`src/shared/dtp_pkg.sv`:
```
// Behaviour
// - overload level 0..20000 (0.01 % steps); overload flag when current exceeds it
// - separate accel and decel arrival thresholds, each 0..4000 in 0.1 Hz
// - deviation level 0..1000; flag when |setpoint - feedback| exceeds it
// - feedback above high limit (0..1000) turns second-stage output off
// - feedback below low limit (0..1000) turns second-stage output on
// - link settings are keypad-only; network access to them is refused
// - voltage span 0..2000 scales voltage frequency command, 0.1 % steps
// - current span 0..2000 scales current frequency command, 0.1 % steps
// - thermistor tuning accepts 0..2000, meaning 0.0 to 200.0 percent
// - monitor offset accepts 0..100, 0.1 V steps, up to 10.0 V
// - after power-up, mode 00 restores default setpoint, 01 keeps adjusted one
// - reset mode 00 rise clears+stops, 01 fall clears+stops, 02 rise clears only
// - operand A select accepts 0..9, operand B select accepts its listed codes
package dtp_pkg;
   localparam int NUM_REGS = 22;
   localparam int IDX_W    = 5;
   localparam logic [15:0] REG_RESET = 16'h0000;
   // ---------------------------------------------------------------
   // register indices, offsets, limits
   // ---------------------------------------------------------------
   localparam logic [IDX_W-1:0] IDX_OVERLOAD = 5'h00;
   localparam logic [IDX_W-1:0] IDX_ARR_ACC  = 5'h01;
   localparam logic [IDX_W-1:0] IDX_ARR_DEC  = 5'h02;
   localparam logic [IDX_W-1:0] IDX_DEVIATE  = 5'h03;
   localparam logic [IDX_W-1:0] IDX_FB_HIGH  = 5'h04;
   localparam logic [IDX_W-1:0] IDX_FB_LOW   = 5'h05;
   localparam logic [IDX_W-1:0] IDX_LINK_LO  = 5'h06;
   localparam logic [IDX_W-1:0] IDX_LINK_HI  = 5'h0c;
   localparam logic [IDX_W-1:0] IDX_V_SPAN   = 5'h0d;
   localparam logic [IDX_W-1:0] IDX_I_SPAN   = 5'h0e;
   localparam logic [IDX_W-1:0] IDX_THERM    = 5'h0f;
   localparam logic [IDX_W-1:0] IDX_AM_OFS   = 5'h10;
   localparam logic [IDX_W-1:0] IDX_DEBUG    = 5'h11;
   localparam logic [IDX_W-1:0] IDX_MEM_MODE = 5'h12;
   localparam logic [IDX_W-1:0] IDX_CLR_MODE = 5'h13;
   localparam logic [IDX_W-1:0] IDX_OPER_A   = 5'h14;
   localparam logic [IDX_W-1:0] IDX_OPER_B   = 5'h15;
   localparam logic [NUM_REGS-1:0][15:0] REG_ADDR = {
      16'h1151, 16'h1150, 16'h114a, 16'h1149, 16'h1148, 16'h1145,
      16'h1144, 16'h1142, 16'h1141, 16'h113f, 16'h113e, 16'h113d,
      16'h113c, 16'h113b, 16'h1139, 16'h1138, 16'h112f, 16'h112e,
      16'h1129, 16'h1128, 16'h1126, 16'h1124};
   localparam logic [NUM_REGS-1:0][15:0] REG_MAX = {
      16'h0007, 16'h0009, 16'h0002, 16'h0001, 16'h0001, 16'h0064,
      16'h07d0, 16'h07d0, 16'h07d0, 16'hffff, 16'hffff, 16'hffff,
      16'hffff, 16'hffff, 16'hffff, 16'hffff, 16'h03e8, 16'h03e8,
      16'h03e8, 16'h0fa0, 16'h0fa0, 16'h4e20};
   // ---------------------------------------------------------------
   // answers and codes
   // ---------------------------------------------------------------
   localparam logic [7:0]  EXC_NONE  = 8'h00;
   localparam logic [7:0]  EXC_FUNC  = 8'h01;
   localparam logic [7:0]  EXC_ADDR  = 8'h02;
   localparam logic [7:0]  EXC_VALUE = 8'h03;
   localparam logic [15:0] MEM_KEEP  = 16'h0001;
   localparam logic [15:0] CLR_RISE_STOP = 16'h0000;
   localparam logic [15:0] CLR_FALL_STOP = 16'h0001;
   localparam logic [15:0] CLR_RISE_RUN  = 16'h0002;
   localparam logic [15:0] FREQ_MAX  = 16'h0fa0;
   localparam logic [15:0] MON_FULL  = 16'h0064;
   localparam logic [31:0] PERMILLE  = 32'h0000_03e8;
   localparam int NUM_SOURCES = 10;
endpackage

```
`src/rtl/dtp_terminal_regs.sv`:
```
`timescale 1ns/1ps
`default_nettype none
module dtp_terminal_regs
   import dtp_pkg::*;
(
   input  wire logic                   core_clk,
   input  wire logic                   resetn,
   // network holding-register access
   input  wire logic                   netReq,
   input  wire logic                   netWrite,
   input  wire logic [15:0]            netAddr,
   input  wire logic [15:0]            netWrData,
   output logic                        netAck,
   output logic      [15:0]            netRdData,
   output logic      [7:0]             netExcept,

   // local keypad access
   input  wire logic                   kpReq,
   input  wire logic                   kpWrite,
   input  wire logic [15:0]            kpAddr,
   input  wire logic [15:0]            kpWrData,
   output logic      [15:0]            kpRdData,

   // overload and arrival
   input  wire logic [15:0]            motorCurrent,
   output logic                        overloadSignal,
   input  wire logic [15:0]            outputFreq,
   input  wire logic                   accelerating,
   input  wire logic                   decelerating,
   output logic                        arrivalSignal,

   // loop supervision
   input  wire logic [15:0]            loopSetpoint,
   input  wire logic [15:0]            processFeedback,
   output logic                        deviationSignal,
   output logic                        secondStageOut,

   // analog calibration
   input  wire logic [15:0]            voltageFreqIn,
   input  wire logic [15:0]            currentFreqInput,
   output logic      [15:0]            voltageFreqCmd,
   output logic      [15:0]            currentFreqCmd,
   input  wire logic [15:0]            thermalIn,
   output logic      [15:0]            thermalTuned,
   input  wire logic [15:0]            monitorIn,
   output logic      [15:0]            analogMonitorOutput,

   // setpoint memory
   input  wire logic                   powerUp,
   input  wire logic [15:0]            defaultFrequencySetting,
   input  wire logic [1:0]             incrementDecrementInputs,
   output logic      [15:0]            freqSetpoint,

   // trip clear
   input  wire logic                   resetPin,
   input  wire logic                   runMode,
   output logic                        tripClear,
   output logic                        runStop,

   // logic output operands
   input  wire logic [NUM_SOURCES-1:0] logicSources,
   output logic                        operandA,
   output logic                        operandB
);
   // ---------------------------------------------------------------
   // state
   // ---------------------------------------------------------------
   typedef struct packed {
      logic [NUM_REGS-1:0][15:0] regs;

      logic                      netAck;
      logic [15:0]               netRdData;
      logic [7:0]                netExcept;

      logic [15:0]               kpRdData;

      logic                      overload;
      logic                      arrival;
      logic                      deviation;
      logic                      secondStage;

      logic [15:0]               monitorOut;
      logic [15:0]               freqSetpoint;

      logic                      tripClear;
      logic                      runStop;

      logic                      operandA;
      logic                      operandB;
   } dtp_regs_state_t;

   dtp_regs_state_t q;
   dtp_regs_state_t d;

   // top bit of a lookup says the address is mapped
   logic [IDX_W:0]   netLook;
   logic [IDX_W:0]   kpLook;
   logic [IDX_W-1:0] netIdx;
   logic [IDX_W-1:0] kpIdx;

   // one bit wider so the sign survives
   logic [16:0]      loopError;
   logic [16:0]      loopMag;

   // one bit wider so clipping sees the carry
   logic [16:0]      monSum;

   // bit 2 reset input, bit 1 down, bit 0 up
   logic [2:0]       pinLevel;
   logic [2:0]       pinRise;
   logic [2:0]       pinFall;

   logic             clearEdge;

   // ---------------------------------------------------------------
   // address decode, shared by network and keypad ports
   // ---------------------------------------------------------------
   function automatic logic [IDX_W:0] lookUp(input logic [15:0] addr);
      logic [IDX_W:0] res;
      res = '0;
      for (int i = 0; i < NUM_REGS; i++) begin
         if (REG_ADDR[i] == addr) begin
            res = {1'b1, i[IDX_W-1:0]};
         end
      end
      return res;
   endfunction

   function automatic logic isLinkReg(input logic [IDX_W-1:0] idx);
      return (idx >= IDX_LINK_LO) && (idx <= IDX_LINK_HI);
   endfunction

   function automatic logic inRange(input logic [IDX_W-1:0] idx, input logic [15:0] val);
      return val <= REG_MAX[idx];
   endfunction

   // ---------------------------------------------------------------
   // helpers
   // ---------------------------------------------------------------
   // pins cross into this domain through three flops
   dtp_pin_sync #(
      .WIDTH (3)
   ) u_pin_sync (
      .core_clk (core_clk),
      .resetn   (resetn),
      .pinIn    ({resetPin, incrementDecrementInputs}),
      .level    (pinLevel),
      .rise     (pinRise),
      .fall     (pinFall)
   );

   dtp_span_scale u_volt_scale (
      .core_clk (core_clk),
      .resetn   (resetn),
      .inVal    (voltageFreqIn),
      .span     (q.regs[IDX_V_SPAN]),
      .scaled   (voltageFreqCmd)
   );

   dtp_span_scale u_curr_scale (
      .core_clk (core_clk),
      .resetn   (resetn),
      .inVal    (currentFreqInput),
      .span     (q.regs[IDX_I_SPAN]),
      .scaled   (currentFreqCmd)
   );

   dtp_span_scale u_therm_scale (
      .core_clk (core_clk),
      .resetn   (resetn),
      .inVal    (thermalIn),
      .span     (q.regs[IDX_THERM]),
      .scaled   (thermalTuned)
   );

   assign netLook = lookUp(netAddr);
   assign kpLook  = lookUp(kpAddr);
   assign netIdx  = netLook[IDX_W-1:0];
   assign kpIdx   = kpLook[IDX_W-1:0];

   // ---------------------------------------------------------------
   // next state
   // ---------------------------------------------------------------
   always_comb begin
      d           = q;
      d.netAck    = netReq;
      d.netExcept = EXC_NONE;
      d.tripClear = 1'b0;
      d.runStop   = 1'b0;

      loopError   = 17'({1'b0, loopSetpoint}) - 17'({1'b0, processFeedback});
      loopMag     = loopError[16] ? (17'h0 - loopError) : loopError;
      monSum      = 17'(monitorIn) + 17'(q.regs[IDX_AM_OFS]);
      clearEdge   = 1'b0;

      // network port: answered one cycle after the request
      if (netReq) begin
         if (!netLook[IDX_W] || isLinkReg(netIdx)) begin
            d.netExcept = EXC_ADDR;
            d.netRdData = 16'h0000;
         end else if (netWrite) begin
            d.netRdData = netWrData;
            if (netIdx == IDX_DEBUG) begin
               d.netExcept = EXC_FUNC;
            end else if (!inRange(netIdx, netWrData)) begin
               d.netExcept = EXC_VALUE;
            end else begin
               d.regs[netIdx] = netWrData;
            end
         end else begin
            d.netRdData = q.regs[netIdx];
         end
      end

      // keypad reaches every register, link settings included
      // applied after the network port, so keypad wins a same-edge write
      if (kpReq && kpLook[IDX_W]) begin
         d.kpRdData = q.regs[kpIdx];
         if (kpWrite && inRange(kpIdx, kpWrData)) begin
            d.regs[kpIdx] = kpWrData;
         end
      end else if (kpReq) begin
         d.kpRdData = 16'h0000;
      end

      // overload and arrival
      d.overload = motorCurrent > q.regs[IDX_OVERLOAD];

      d.arrival  = (accelerating && (outputFreq >= q.regs[IDX_ARR_ACC])) ||
                   (decelerating && (outputFreq <= q.regs[IDX_ARR_DEC]));

      // loop supervision; between the limits the output holds
      d.deviation = loopMag > 17'(q.regs[IDX_DEVIATE]);

      if (processFeedback > q.regs[IDX_FB_HIGH]) begin
         d.secondStage = 1'b0;
      end else if (processFeedback < q.regs[IDX_FB_LOW]) begin
         d.secondStage = 1'b1;
      end

      // monitor offset, clipped at full scale
      if (monSum > 17'(MON_FULL)) begin
         d.monitorOut = MON_FULL;
      end else begin
         d.monitorOut = monSum[15:0];
      end

      // setpoint memory: power-up decides, then up/down adjusts
      // up wins over down when both edges land together, unless the setpoint is already at FREQ_MAX
      if (powerUp) begin
         if (q.regs[IDX_MEM_MODE] != MEM_KEEP) begin
            d.freqSetpoint = defaultFrequencySetting;
         end
      end else if (pinRise[0] && (q.freqSetpoint < FREQ_MAX)) begin
         d.freqSetpoint = q.freqSetpoint + 16'h0001;
      end else if (pinRise[1] && (q.freqSetpoint != 16'h0000)) begin
         d.freqSetpoint = q.freqSetpoint - 16'h0001;
      end

      // trip clear on the edge the mode selects
      case (q.regs[IDX_CLR_MODE])
         CLR_RISE_STOP: begin
            clearEdge = pinRise[2];
            d.runStop = pinRise[2] && runMode;
         end
         CLR_FALL_STOP: begin
            clearEdge = pinFall[2];
            d.runStop = pinFall[2] && runMode;
         end
         CLR_RISE_RUN: begin
            clearEdge = pinRise[2];
         end
         default: begin
            clearEdge = 1'b0;
         end
      endcase

      d.tripClear = clearEdge;

      // operand selection; codes are range checked on write
      d.operandA = logicSources[q.regs[IDX_OPER_A][3:0]];
      d.operandB = logicSources[q.regs[IDX_OPER_B][3:0]];
   end

   // ---------------------------------------------------------------
   // registers
   // ---------------------------------------------------------------
   always_ff @(posedge core_clk or negedge resetn) begin
      if (!resetn) begin
         q <= '0;
         for (int i = 0; i < NUM_REGS; i++) begin
            q.regs[i] <= REG_RESET;
         end
      end else begin
         q <= d;
      end
   end

   // ---------------------------------------------------------------
   // outputs
   // ---------------------------------------------------------------
   assign netAck              = q.netAck;
   assign netRdData           = q.netRdData;
   assign netExcept           = q.netExcept;

   assign kpRdData            = q.kpRdData;

   assign overloadSignal      = q.overload;
   assign arrivalSignal       = q.arrival;
   assign deviationSignal     = q.deviation;
   assign secondStageOut      = q.secondStage;

   assign analogMonitorOutput = q.monitorOut;
   assign freqSetpoint        = q.freqSetpoint;

   assign tripClear           = q.tripClear;
   assign runStop             = q.runStop;

   assign operandA            = q.operandA;
   assign operandB            = q.operandB;

endmodule // dtp_terminal_regs
`default_nettype wire

```
`src/rtl/dtp_pin_sync.sv`:
```
`timescale 1ns/1ps
`default_nettype none
module dtp_pin_sync #(
   parameter int WIDTH = 1
) (
   input  wire logic             core_clk,
   input  wire logic             resetn,
   input  wire logic [WIDTH-1:0] pinIn,
   output logic      [WIDTH-1:0] level,
   output logic      [WIDTH-1:0] rise,
   output logic      [WIDTH-1:0] fall
);
   typedef struct packed {
      logic [WIDTH-1:0] s1;
      logic [WIDTH-1:0] s2;
      logic [WIDTH-1:0] s3;
      logic [WIDTH-1:0] level;
      logic [WIDTH-1:0] rise;
      logic [WIDTH-1:0] fall;
   } dtp_sync_state_t;
   dtp_sync_state_t q;
   dtp_sync_state_t d;
   logic [WIDTH-1:0] agree;
   // a change counts only once the second and third stages agree
   always_comb begin
      d       = q;
      agree   = ~(q.s2 ^ q.s3);
      d.s1    = pinIn;
      d.s2    = q.s1;
      d.s3    = q.s2;
      d.level = (agree & q.s3) | (~agree & q.level);
      d.rise  = agree & q.s3 & ~q.level;
      d.fall  = agree & ~q.s3 & q.level;
   end
   always_ff @(posedge core_clk or negedge resetn) begin
      if (!resetn) begin
         q <= '0;
      end else begin
         q <= d;
      end
   end
   assign level = q.level;
   assign rise  = q.rise;
   assign fall  = q.fall;
endmodule // dtp_pin_sync
`default_nettype wire

```
`src/rtl/dtp_span_scale.sv`:
```
`timescale 1ns/1ps
`default_nettype none
module dtp_span_scale
   import dtp_pkg::*;
(
   input  wire logic        core_clk,
   input  wire logic        resetn,
   input  wire logic [15:0] inVal,
   input  wire logic [15:0] span,
   output logic      [15:0] scaled
);
   typedef struct packed {
      logic [15:0] scaled;
   } dtp_scale_state_t;
   dtp_scale_state_t q;
   dtp_scale_state_t d;
   logic [31:0] prod;
   logic [31:0] quot;
   // span is in tenths of a percent; result saturates rather than wraps
   always_comb begin
      d    = q;
      prod = inVal * span;
      quot = prod / PERMILLE;
      if (quot > 32'h0000_ffff) begin
         d.scaled = 16'hffff;
      end else begin
         d.scaled = quot[15:0];
      end
   end
   always_ff @(posedge core_clk or negedge resetn) begin
      if (!resetn) begin
         q <= '0;
      end else begin
         q <= d;
      end
   end
   assign scaled = q.scaled;
endmodule // dtp_span_scale
`default_nettype wire

```
`config.mk`:
```
export PLATFORM = sky130hd
export DESIGN_NAME = dtp_terminal_regs
export DESIGN_NICKNAME = d
export VERILOG_FILES = /design/src/shared/dtp_pkg.sv /design/src/rtl/dtp_terminal_regs.sv /design/src/rtl/dtp_pin_sync.sv /design/src/rtl/dtp_span_scale.sv
export SDC_FILE = /design/constraint.sdc
export NUM_CORES = 2
export LEC_CHECK = 0
export BUFFER_PORTS_ARGS = -buffer_cell sky130_fd_sc_hd__buf_2
export CAP_MARGIN = 10
export CELL_PAD_IN_SITES_DETAIL_PLACEMENT = 1
export CELL_PAD_IN_SITES_GLOBAL_PLACEMENT = 1
export CORE_MARGIN = 5
export CORE_UTILIZATION = 48
export DETAILED_ROUTE_END_ITERATION = 8
export GPL_TIMING_DRIVEN = 0
export PLACE_DENSITY = 0.8
export SKIP_LAST_GASP = 1
export SYNTH_ARGS = -nofsm -noshare
export SYNTH_HDL_FRONTEND = slang
export SYNTH_SLANG_ARGS = --single-unit
```
`constraint.sdc`:
```
create_clock -name core_clk -period 56.1 [get_ports core_clk]
set_input_delay 8.415 -clock core_clk [delete_from_list [all_inputs] [get_ports core_clk]]
set_output_delay 8.415 -clock core_clk [all_outputs]
set_load 0.01 [all_outputs]
```
==> impl_metrics.csv <==
group,metric,value,unit
detailed_routing,ant_nets,0,
run_status,violations,"max-capacitance violations",
setup_path,critPathKind,"in -> reg",
setup_path,critPathSlowestCell,"a2111oi_2",
clocking,ctsHtreeMaxLevel,3,
floorplanning,rows,150,
setup_path,end_kind,"flop",
final_layout,synthToLayoutAreaGrowth,9.15,%
synth,synth_commonest_cells,"1459 x nand2_1, 852 x inv_1, 646 x nor2_1",
synth,synth.most_common_cell,"nand2_1",
synth,netlist_area,80300,µm²
setup_path,path_max_fanout,10,
detailed_routing,drt-initial-drc-count,7034,
power_and_ir_drop,leakagePower,38.8,nW
synth,synth_area_leaders,"dfrtp_1 15%, fa_1 15%, ha_1 7.8%, nand2_1 6.8%, mux2i_1 5.2%",
synth,synth_cell_types,157,
grt,grt-ovfl-total,0,
synth,synth_seq_cells,491,
floorplanning,io_pins,360,
timing,drv_slew,0,
timing,fin_skew,0.0266,ns
detailed_routing,drt_first_pass_iters,6,
setup_path,critPathMaxStageDelay,0.96,ns
run_status,status,"finished with violations",
synth,synth.top_cell.area_share,0.153,
setup_path,startpoint_type,"input pin",
detailed_routing,avgViaCountPerCell,6.37,
worst_hold_path,min_path_type,"reg -> reg",
synth,synth_top_area_cell,"dfrtp_1",
synth,synthFlopType,"dfrtp_1",
clocking,cts-resized-gates,0,
grt,grt_use_total,0.387,
setup_path,path_buf_inv,13,
clocking,clkTransAtPathRegs,0.06,ns
synth,syn-instance-count,10200,
detailed_routing,wl,349000,µm
timing,period_share,0.586,
clocking,cts_tree,"yes",
final_layout,layout-drive-gt1-share,0.102,
synth,ys_async_sr_fraction,1.00,
detailed_routing,drc,0,
floorplanning,core_area,167000,µm²
synth,ys_seq_area_frac,0.153,
job,cap_violations,1,
floorplanning,fp.dieW,419,µm
clocking,hold_buffers,0,
final_layout,num-nets-final,12000,
power_and_ir_drop,peakVddDrop,25.9,µV
setup_path,worstPathArrival,33.51,ns
clocking,clk_latency,0.72,ns
grt,grt_pass1_vias,86100,
synth,synth_edf_count,0,
synth,yosysWarnings,0,
floorplanning,dieArea,176000,µm²
grt,grt_max_degree,111,
floorplanning,die_y,419,µm
timing,hold_violations,0,
place,portBuffers,346,
place,dpl.hpwl,279000,µm
timing,setup_violations,0,
clocking,cts.sinks,491,
clocking,clk_path_buf_depth,3,
grt,antenna_found_initial,25,
timing,rsz0062_at_grt,"no",
setup_path,critPathRequiredTime,56.74,ns
setup_path,crit_family,"compound AO/OA/AOI/OAI gates",
detailed_routing,wire_per_inst,27.0,µm
clocking,post-cts-setup-buffers,0,
floorplanning,start_util,0.481,
timing,tightestPinTransition,1.50,ns
timing,period_needed,32.87,ns
clocking,cts-root-buf,"clkbuf_16",
grt,grt_pass1_wl,526000,µm
power_and_ir_drop,p_per_area,11.7,nW/µm²
timing,slew_headroom,0.000510,
power_and_ir_drop,power.total,0.00103,W
place,finalWeightedCongestion,1.07,
timing,fmax,30.4,MHz
final_layout,fill_cells,20900,
synth,syn_avg_cell_area,7.87,µm²
detailed_routing,via_count,82500,
timing,fin_tns_setup,0,ns
clocking,cts_buffers,68,
==> report_power, final <==
group | switching [W] | leakage, nW | internal, W
Combinational | 0.000117 | 30.9 | 0.0000660
Sequential | 0.00000960 | 6.75 | 0.000361
Clock | 0.000202 | 1.12 | 0.000270
Total | 0.000329 | 38.8 | 0.000697
==> cell families after synthesis <==
logic type / synth area share
compound gates: 0.211
xor+xnor: 0.0360
fa+ha+maj: 0.226
buf+inv: 0.0790
flops: 0.153
mux: 0.0736
other cells: 0.0000467
simple gates: 0.222
==> per-layer routing <==
layer	part of all wire	up-vias	routed length, µm	GRT usage
met5	0.00018	-	64	0
met1	0.40	41600	141000	0.488
met4	0.062	8	21500	0.206
li1	-	36300	-	-
met3	0.083	997	29100	0.0839
met2	0.45	3585	158000	0.620
==> path summary, 6_finish.rpt <==
kind                       slack, ns                          endpoint  cells after the start                        from
setup reg to reg               30.27  u_curr_scale.scaled[0]$_DFF_PN0_                     78            q[306]$_DFF_PN0_
max in group asynchronous      46.72       freqSetpoint[7]$_DFFE_PN0P_                      3                      resetn
hold / removal                  0.35        u_pin_sync.d[11]$_DFF_PN0_                      0  u_pin_sync.d[14]$_DFF_PN0_
min in group asynchronous       7.71  u_volt_scale.scaled[8]$_DFF_PN0_                      1                      resetn
hold reg to reg                 0.35        u_pin_sync.d[11]$_DFF_PN0_                      0  u_pin_sync.d[14]$_DFF_PN0_
setup / recovery               23.23  u_curr_scale.scaled[0]$_DFF_PN0_                     78        currentFreqInput[10]
==> area by class of cell <==
class / count / area (µm²) / area share
timing repair buffer: 370 / 2110 / 0.0241
sequential: 491 / 12300 / 0.140
clock inverter: 29 / 418 / 0.00477
tap: 2204 / 2760 / 0.0315
multi-input combinational: 8188 / 61800 / 0.705
clock buffer: 90 / 1880 / 0.0214
buffer: 681 / 3130 / 0.0357
antenna: 38 / 95.1 / 0.00108
inverter: 857 / 3220 / 0.0367
==> through the flow <==
stage	cell area [µm²]	worst slack, ns	instances	hold WS, ns	utilization
after CTS	87500	23.84	12900	0.348	0.524
final	87700	23.23	12900	0.348	0.525
after global routing	87600	21.50	12900	0.362	0.525
after detailed placement	85200	23.15	12800	0.337	0.511
after global placement	84800	23.68	12800	0.334	0.509
after floorplan	80400	28.11	10200	0.331	-
==> cell usage in the layout, fill, tap and decap left out, drive strengths merged, types with 424 or more instances in the layout <==
master / instances
nand2: 1462
mux2i: 424
fa: 585
dfrtp: 491
clkbuf: 576
o21ai: 603
buf: 565
a21oi: 586
nor2: 657
and2: 491
ha: 500
inv: 859
==> flip-flops by register name (all words and copies together), names as in the netlist, 6 cells and up, named ones only <==
name,flops
u_pin_sync.d,6
u_curr_scale.scaled,16
netRdData,16
freqSetpoint,16
analogMonitorOutput,16
kpRdData,16
u_volt_scale.scaled,16
q,352
u_therm_scale.scaled,16
(Power assumes the default switching activity.)
